==> config.mk <==
export PLATFORM = sky130hd
export DESIGN_NAME = lbc_regs
export DESIGN_NICKNAME = d
export VERILOG_FILES = /design/src/hw/lbc_fault_capture.v /design/src/hw/lbc_regs.v
export VERILOG_INCLUDE_DIRS = /design/src /design/src/hw
export SDC_FILE = /design/constraint.sdc
export NUM_CORES = 1
export LEC_CHECK = 0
export BUFFER_PORTS_ARGS = -buffer_cell sky130_fd_sc_hd__buf_2
export CAP_MARGIN = 0
export CORE_MARGIN = 2
export CORE_UTILIZATION = 53
export CTS_BUF_LIST = sky130_fd_sc_hd__clkbuf_4 sky130_fd_sc_hd__clkbuf_8 sky130_fd_sc_hd__clkbuf_16
export DETAILED_ROUTE_END_ITERATION = 16
export PLACE_DENSITY = 0.83
export SLEW_MARGIN = 10
export SYNTH_ARGS = -nofsm -noshare
export SYNTH_HDL_FRONTEND = slang
export SYNTH_HIERARCHICAL = 1
export SYNTH_SLANG_ARGS = --single-unit
==> constraint.sdc <==
create_clock -name CORE_CLK_IN -period 1.6 [get_ports CORE_CLK_IN]
set_input_delay 0.08 -clock CORE_CLK_IN [delete_from_list [all_inputs] [get_ports CORE_CLK_IN]]
set_output_delay 0.08 -clock CORE_CLK_IN [all_outputs]
set_load 0.1 [all_outputs]
==> src/hw/lbc_map.vh <==
`ifndef LBC_MAP_VH
`define LBC_MAP_VH
// ==========================================================
// register offsets
`define LBC_ADDR_W 8
`define LBC_OFS_OUT_EN 8'h0A
`define LBC_OFS_FAULT 8'h0B
`define LBC_OFS_BIAS 8'h0C
// ==========================================================
// reset values
`define LBC_RST_OUT_EN 8'h00
`define LBC_RST_FAULT 8'h00
`define LBC_RST_BIAS 8'h18
// ==========================================================
// output-enable register fields
`define LBC_OE_SOFT_RESET 7
`define LBC_OE_OVP_ACTION 5
`define LBC_OE_SINK1 4
`define LBC_OE_BOTH 3
`define LBC_OE_FLASH_MODE 2
`define LBC_OE_FLASH_EN 1
`define LBC_OE_BACKLIGHT_OUTPUT_ENABLE 0
`define LBC_OE_WMASK 8'h3F
// ==========================================================
// fault register fields
`define LBC_FL_BACKLIGHT_OVERVOLTAGE_FLAG 7
`define LBC_FL_FLASH_OVERVOLTAGE_FLAG 6
`define LBC_FL_FLASH_OUTPUT_SHORT_FLAG 5
`define LBC_FL_VIN_MON 4
`define LBC_FL_FLASH_IRQ 3
`define LBC_FL_FLASH_LED_SHORT_FLAG 2
`define LBC_FL_FTIMEOUT 1
`define LBC_FL_THERMAL 0
// ==========================================================
// bias configuration fields
`define LBC_BI_WAKE 7
`define LBC_BI_RAMP 6
`define LBC_BI_AUTO_SEQUENCE_ENABLE 5
`define LBC_BI_POS_DISCH 4
`define LBC_BI_NEG_DISCH 3
`define LBC_BI_POS_EN 2
`define LBC_BI_NEG_EN 1
`define LBC_BI_PIN_SEL 0
// ==========================================================
// ramp times
`define LBC_RAMP_SLOW_US 800
`define LBC_RAMP_FAST_US 500
`endif

==> src/hw/lbc_fault_capture.v <==
`timescale 1ns/1ns
`default_nettype none
`include "lbc_map.vh"

// ==========================================================
// sticky fault capture, read-only to the host
module lbc_fault_capture #(
    parameter WIDTH = 8
) (
    input wire clk_in,
    input wire clear_in,
    input wire [WIDTH-1:0] event_in,
    output reg [WIDTH-1:0] flags_out
);
    genvar i;
    generate
        for (i = 0; i < WIDTH; i = i + 1) begin : g_flag
            // set wins over the reset clear so no event is lost
            always @(posedge clk_in) begin
                if (event_in[i]) begin
                    flags_out[i] <= 1'b1;
                end else if (clear_in) begin
                    flags_out[i] <= 1'b0;
                end
            end
        end
    endgenerate
endmodule // lbc_fault_capture
`default_nettype wire

==> src/hw/lbc_regs.v <==
`timescale 1ns/1ns
`default_nettype none
`include "lbc_map.vh"

// What this block does
// writing one to output-enable bit 7 returns all registers to defaults.
// soft reset bit clears itself and reads zero afterwards.
// bit 5 zero only flags overvoltage; one shuts the backlight down.
// bit 4 enables sink one alone unless both-sinks enable overrides.
// bit 3 enables both sinks; clear keeps sink two off.
// bit 2 picks torch (zero, default) or flash (one) mode.
// bit 1 enables the flash output, disabled at reset.
// bit 0 enables the backlight output, disabled at reset.
// fault bits 7 and 6 report backlight and flash overvoltage, read-only.
// fault bit 5 reports flash output short, read-only, zero at reset.
// fault bits 4..0 report monitor, interrupt, short, timeout, thermal flags.
// bias bit 7 enables wake-up mode, disabled at reset.
// ramp select picks 800 us when zero, 500 us when one.
// bias bit 5 enables auto sequencing, disabled at reset.
// bias bits 4 and 3 enable rail discharge, both reset to one.
// bias bits 2 and 1 are register rail enables, reset disabled.
// pin select one lets only the enable pins drive the rails.
// pin select zero lets only register bits drive the rails.
// fault bits are readable over the register port like all control.
// reserved bits read zero and writes to them do nothing.
module lbc_regs #(
    parameter ADDR_W = `LBC_ADDR_W
) (
    input wire CORE_CLK_IN,
    input wire RST_IN,
    input wire REG_WR_IN,
    input wire REG_RD_IN,
    input wire [ADDR_W-1:0] REG_ADDR_IN,
    input wire [7:0] REG_WDATA_IN,
    output reg [7:0] REG_RDATA_OUT,
    output reg REG_RVALID_OUT,
    input wire BACKLIGHT_OVERVOLTAGE_FLAG_DET_IN,
    input wire FLASH_OVERVOLTAGE_FLAG_DET_IN,
    input wire FLASH_OUTPUT_SHORT_FLAG_DET_IN,
    input wire VIN_MON_DET_IN,
    input wire FLASH_IRQ_DET_IN,
    input wire FLASH_LED_SHORT_FLAG_DET_IN,
    input wire FTIMEOUT_DET_IN,
    input wire THERMAL_DET_IN,
    input wire POSITIVE_BIAS_ENABLE_PIN_IN,
    input wire NEGATIVE_BIAS_ENABLE_PIN_IN,
    output reg BACKLIGHT_OUTPUT_ENABLE_OUT,
    output reg SINK_ONE_ON_OUT,
    output reg SINK_TWO_ON_OUT,
    output reg FLASH_MODE_OUT,
    output reg FLASH_OUTPUT_ENABLE_OUT,
    output reg WAKE_UP_MODE_OUT,
    output reg RAMP_FAST_OUT,
    output reg AUTO_SEQUENCE_OUT,
    output reg POSITIVE_BIAS_DISCHARGE_OUT,
    output reg NEGATIVE_BIAS_DISCHARGE_OUT,
    output reg POSITIVE_BIAS_RAIL_ON_OUT,
    output reg NEGATIVE_BIAS_RAIL_ON_OUT
);
    // ==========================================================
    // ramp time constants for downstream use
    localparam integer RAMP_SLOW_US = `LBC_RAMP_SLOW_US;
    localparam integer RAMP_FAST_US = `LBC_RAMP_FAST_US;

    // ==========================================================
    // address decode
    function hit;
        input [ADDR_W-1:0] addr;
        input [ADDR_W-1:0] ofs;
        begin
            hit = (addr == ofs);
        end
    endfunction

    reg [7:0] out_en_r;
    reg [7:0] bias_r;
    reg soft_rst_r;
    wire [7:0] fault_flags;
    wire [7:0] fault_events;
    wire any_rst;
    wire wr_oe;
    wire wr_bias;
    wire [7:0] out_en_nxt;
    wire bl_shutdown;

    // soft reset takes effect one edge after the write, then the bit reads zero
    assign any_rst = RST_IN | soft_rst_r;
    assign wr_oe = REG_WR_IN & hit(REG_ADDR_IN, `LBC_OFS_OUT_EN);
    assign wr_bias = REG_WR_IN & hit(REG_ADDR_IN, `LBC_OFS_BIAS);
    // bit 7 and bit 6 never stored
    assign out_en_nxt = REG_WDATA_IN & `LBC_OE_WMASK;

    assign fault_events[`LBC_FL_BACKLIGHT_OVERVOLTAGE_FLAG] = BACKLIGHT_OVERVOLTAGE_FLAG_DET_IN;
    assign fault_events[`LBC_FL_FLASH_OVERVOLTAGE_FLAG] = FLASH_OVERVOLTAGE_FLAG_DET_IN;
    assign fault_events[`LBC_FL_FLASH_OUTPUT_SHORT_FLAG] = FLASH_OUTPUT_SHORT_FLAG_DET_IN;
    assign fault_events[`LBC_FL_VIN_MON] = VIN_MON_DET_IN;
    assign fault_events[`LBC_FL_FLASH_IRQ] = FLASH_IRQ_DET_IN;
    assign fault_events[`LBC_FL_FLASH_LED_SHORT_FLAG] = FLASH_LED_SHORT_FLAG_DET_IN;
    assign fault_events[`LBC_FL_FTIMEOUT] = FTIMEOUT_DET_IN;
    assign fault_events[`LBC_FL_THERMAL] = THERMAL_DET_IN;

    // ==========================================================
    // sticky fault register
    lbc_fault_capture #(
        .WIDTH(8)
    ) u_fault (
        .clk_in(CORE_CLK_IN),
        .clear_in(any_rst),
        .event_in(fault_events),
        .flags_out(fault_flags)
    );

    // ==========================================================
    // writable registers
    always @(posedge CORE_CLK_IN) begin
        if (RST_IN) begin
            soft_rst_r <= 1'b0;
        end else begin
            soft_rst_r <= wr_oe & REG_WDATA_IN[`LBC_OE_SOFT_RESET];
        end
    end

    always @(posedge CORE_CLK_IN) begin
        if (any_rst) begin
            out_en_r <= `LBC_RST_OUT_EN;
            bias_r <= `LBC_RST_BIAS;
        end else begin
            if (wr_oe) begin
                out_en_r <= out_en_nxt;
            end
            if (wr_bias) begin
                bias_r <= REG_WDATA_IN;
            end
        end
    end

    // ==========================================================
    // register readback; unmapped addresses read zero
    always @(posedge CORE_CLK_IN) begin
        if (RST_IN) begin
            REG_RDATA_OUT <= 8'h00;
            REG_RVALID_OUT <= 1'b0;
        end else begin
            REG_RVALID_OUT <= REG_RD_IN;
            if (!REG_RD_IN) begin
                REG_RDATA_OUT <= 8'h00;
            end else if (hit(REG_ADDR_IN, `LBC_OFS_OUT_EN)) begin
                REG_RDATA_OUT <= out_en_r;
            end else if (hit(REG_ADDR_IN, `LBC_OFS_FAULT)) begin
                REG_RDATA_OUT <= fault_flags;
            end else if (hit(REG_ADDR_IN, `LBC_OFS_BIAS)) begin
                REG_RDATA_OUT <= bias_r;
            end else begin
                REG_RDATA_OUT <= 8'h00;
            end
        end
    end

    // ==========================================================
    // control outputs
    // shutdown holds while bit 5 and the latched flag stay set, until a reset clears the flag or bit 5 is written zero
    assign bl_shutdown = out_en_r[`LBC_OE_OVP_ACTION] & fault_flags[`LBC_FL_BACKLIGHT_OVERVOLTAGE_FLAG];

    always @(posedge CORE_CLK_IN) begin
        if (RST_IN) begin
            BACKLIGHT_OUTPUT_ENABLE_OUT <= 1'b0;
            SINK_ONE_ON_OUT <= 1'b0;
            SINK_TWO_ON_OUT <= 1'b0;
            FLASH_MODE_OUT <= 1'b0;
            FLASH_OUTPUT_ENABLE_OUT <= 1'b0;
            WAKE_UP_MODE_OUT <= 1'b0;
            RAMP_FAST_OUT <= 1'b0;
            AUTO_SEQUENCE_OUT <= 1'b0;
            POSITIVE_BIAS_DISCHARGE_OUT <= 1'b1;
            NEGATIVE_BIAS_DISCHARGE_OUT <= 1'b1;
            POSITIVE_BIAS_RAIL_ON_OUT <= 1'b0;
            NEGATIVE_BIAS_RAIL_ON_OUT <= 1'b0;
        end else begin
            BACKLIGHT_OUTPUT_ENABLE_OUT <= out_en_r[`LBC_OE_BACKLIGHT_OUTPUT_ENABLE] & ~bl_shutdown;
            SINK_ONE_ON_OUT <= out_en_r[`LBC_OE_SINK1] | out_en_r[`LBC_OE_BOTH];
            SINK_TWO_ON_OUT <= out_en_r[`LBC_OE_BOTH];
            FLASH_MODE_OUT <= out_en_r[`LBC_OE_FLASH_MODE];
            FLASH_OUTPUT_ENABLE_OUT <= out_en_r[`LBC_OE_FLASH_EN];
            WAKE_UP_MODE_OUT <= bias_r[`LBC_BI_WAKE];
            RAMP_FAST_OUT <= bias_r[`LBC_BI_RAMP];
            AUTO_SEQUENCE_OUT <= bias_r[`LBC_BI_AUTO_SEQUENCE_ENABLE];
            POSITIVE_BIAS_DISCHARGE_OUT <= bias_r[`LBC_BI_POS_DISCH];
            NEGATIVE_BIAS_DISCHARGE_OUT <= bias_r[`LBC_BI_NEG_DISCH];
            if (bias_r[`LBC_BI_PIN_SEL]) begin
                POSITIVE_BIAS_RAIL_ON_OUT <= POSITIVE_BIAS_ENABLE_PIN_IN;
                NEGATIVE_BIAS_RAIL_ON_OUT <= NEGATIVE_BIAS_ENABLE_PIN_IN;
            end else begin
                POSITIVE_BIAS_RAIL_ON_OUT <= bias_r[`LBC_BI_POS_EN];
                NEGATIVE_BIAS_RAIL_ON_OUT <= bias_r[`LBC_BI_NEG_EN];
            end
        end
    end
endmodule // lbc_regs
`default_nettype wire

==> flow_summary.toml <==
[outcome]
status = "finished with violations"
violations = "design-rule violations"

[yosys]
synth.net_count = 179
yosys.area.top_type = "dfxtp_1"
syn_inst = 149
synth_seq_area_share_pct = 55.4
synth_top_area_share_pct = 55.4
syn_avg_cell_area_sq_um = 10.7
synth_seq_cells = 44
synth_commonest_cells = "dfxtp_1, nand2_1, mux2i_1, nor2_1, a21o_1"
synth_top_family_by_area = "simple AND/OR/NAND/NOR gates"
synthFlopType = "dfxtp_1"
synth.top_cells.by_area = "dfxtp_1, mux2i_1, nand2_1"
synthMuxAreaShare_pct = 13.1
ys_warn_count = 6
async_reset_ff_share_pct = 0
ys_types = 29
yosysMostFrequentCell = "dfxtp_1"
syn_area_sq_um = 1590
synth_fa_ha_area_share_pct = 0
synth-xor-area-share_pct = 0
synth_compound_area_share_pct = 9.60
yosys.area_share.simple_pct = 19.5
synth_edf_count = 0

[sta]
tns_ns = 0
fin_ws_ns = 0.414
drv_slew = 0
rsz0062_at_grt = "false"
tightest_slew_ns = 0.628
relSlewSlack_pct = 57.9
period_needed_ns = 1.19
fmax_ghz = 0.843
setup_viol = 0
final-hold-violation-count = 0
hold-worst-slack_ns = 0.00684
clock_skew_ns = 0.00448
period_share_pct = 74.1

[critical_path]
crit_required_ns = 1.52
worstPathCellList = "buf_2"
cp_data_arrival_time_ns = 1.11
slowest_delay_ns = 0.42
cp_slowest_cell = "buf_2"
path_buf_inv = 1
path_class = "reg2out"
path_max_fanout = 1
crit_family = "buffers and inverters"
endpoint_kind = "output port"
start_kind = "flip-flop"

[grt]
grt_max_degree = 16
grt_overflow_total = 0
grt_pass1_wl_um = 5480
grt_usage_pct = 21.4
grt_pass1_vias = 1284
antenna_found_initial = 0

[routing]
detail-route-antenna-nets = 0
num_vias = 1327
drc_errors = 3
drtIter0Drc = 26
first_pass_iters = 10
wl_per_cell_um = 13.4
wirelength_um = 3370
viasPerCell = 5.27

[clock_tree]
cts_hold_buf = 16
cts_buffers = 5
clock-sinks = 44
clk_latency_ns = 0.35
cts_resized = 0
clockBufferDepth = 2
cts_tree = "yes"
clkTransAtPathRegs_ns = 0.11
cts_setup_buffers = 0
root_buffer = "clkbuf_4"
htreeDepth = 2

[job]
cap_violations = 0

[pwr]
power_density_nw_per_um2 = 890
peakVddDrop_mv = 0.766
power.total_mw = 1.87
leakage_nw = 0.978

[placed_design]
port_buffers = 50
dp_slack_ns = 0.247
finalWeightedCongestion = 0.785
dp_hpwl_um = 2460

[floorplan]
initial_core_util_pct = 56.7
core_area_sq_um = 2810
pin_count = 51
dieArea_sq_um = 3450
die_y_um = 58.8
num_rows = 19
die_w_um = 58.8

[layout]
nets = 250
drive_above_1_share_pct = 34.4
area_delta_synth_final_pct = 32.1
fillers = 207
antenna_cells = 0

[worst_hold_path]
min_path_type = "in2reg"
## path summary, 6_finish.rpt
path                                  start  slack (ns)                   endpoint  cells past startpoint
setup / recovery  POSITIVE_BIAS_RAIL_ON_OUT        0.41  POSITIVE_BIAS_RAIL_ON_OUT                      1
hold / removal              REG_WDATA_IN[3]       0.007                out_en_r[3]                      3
setup reg to reg                 soft_rst_r        0.56       u_fault/flags_out[3]                      5
hold reg to reg        u_fault/flags_out[0]        0.47       u_fault/flags_out[0]                      1
## where the power goes
part           total [mW]  internal (mW)  switching (mW)
clock network       0.570          0.251           0.319
registers            1.12           1.11         0.00976
logic               0.179         0.0925          0.0861
## state kept, by name, indices dropped and copies added (netlist names), 6 cells and up
register / count
REG_RDATA_OUT: 8
bias_r: 8
out_en_r: 6
u_fault/flags_out: 8
## through the flow
step / util [%] / std cells / area [sq um]
after floorplan: - / 149 / 1590
after global placement: 66.8 / 228 / 1870
after detailed placement: 66.8 / 228 / 1870
after CTS: 74.9 / 252 / 2100
after global routing: 74.9 / 252 / 2100
final: 74.9 / 252 / 2100
## layer usage
layer	up-vias	track usage, %	wire length, um
li1	661	-	-
met3	5	7.25	225
met5	-	0	0
met4	0	6.82	46
met2	54	37.1	1660
met1	607	24.7	1440
## cells by family (layout without fill, tap and decap cells)
logic type / count (synthesis) / after routing
buf+inv: 8 / 80
simple gates: 56 / 56
mux: 20 / 20
flops: 44 / 44
compound gates: 21 / 21
## final cells by class
class	count	area, sq um	share of cell area, %
flip-flops and latches	44	881	41.9
multi-input cells	97	671	31.9
repair buffers	69	433	20.6
clock buffers	8	66.3	3.16
well taps	31	38.8	1.85
inverters	3	11.3	0.536
## layout by cell type (no fill, tap or decap), types with 2 or more instances in the layout
master,n
buf_4,3
nor4_1,2
a21o_1,8
nor2b_1,7
clkbuf_4,7
a22oi_1,6
buf_2,50
nor2_1,14
nand2_1,20
mux2i_1,14
dlygate4sd3_1,16
inv_1,2
or2_2,3
a32oi_1,2
dfxtp_1,44
a31oi_1,2
mux2_2,6
o21ai_0,2
No activity file was read; power rests on OpenSTA's default activity.
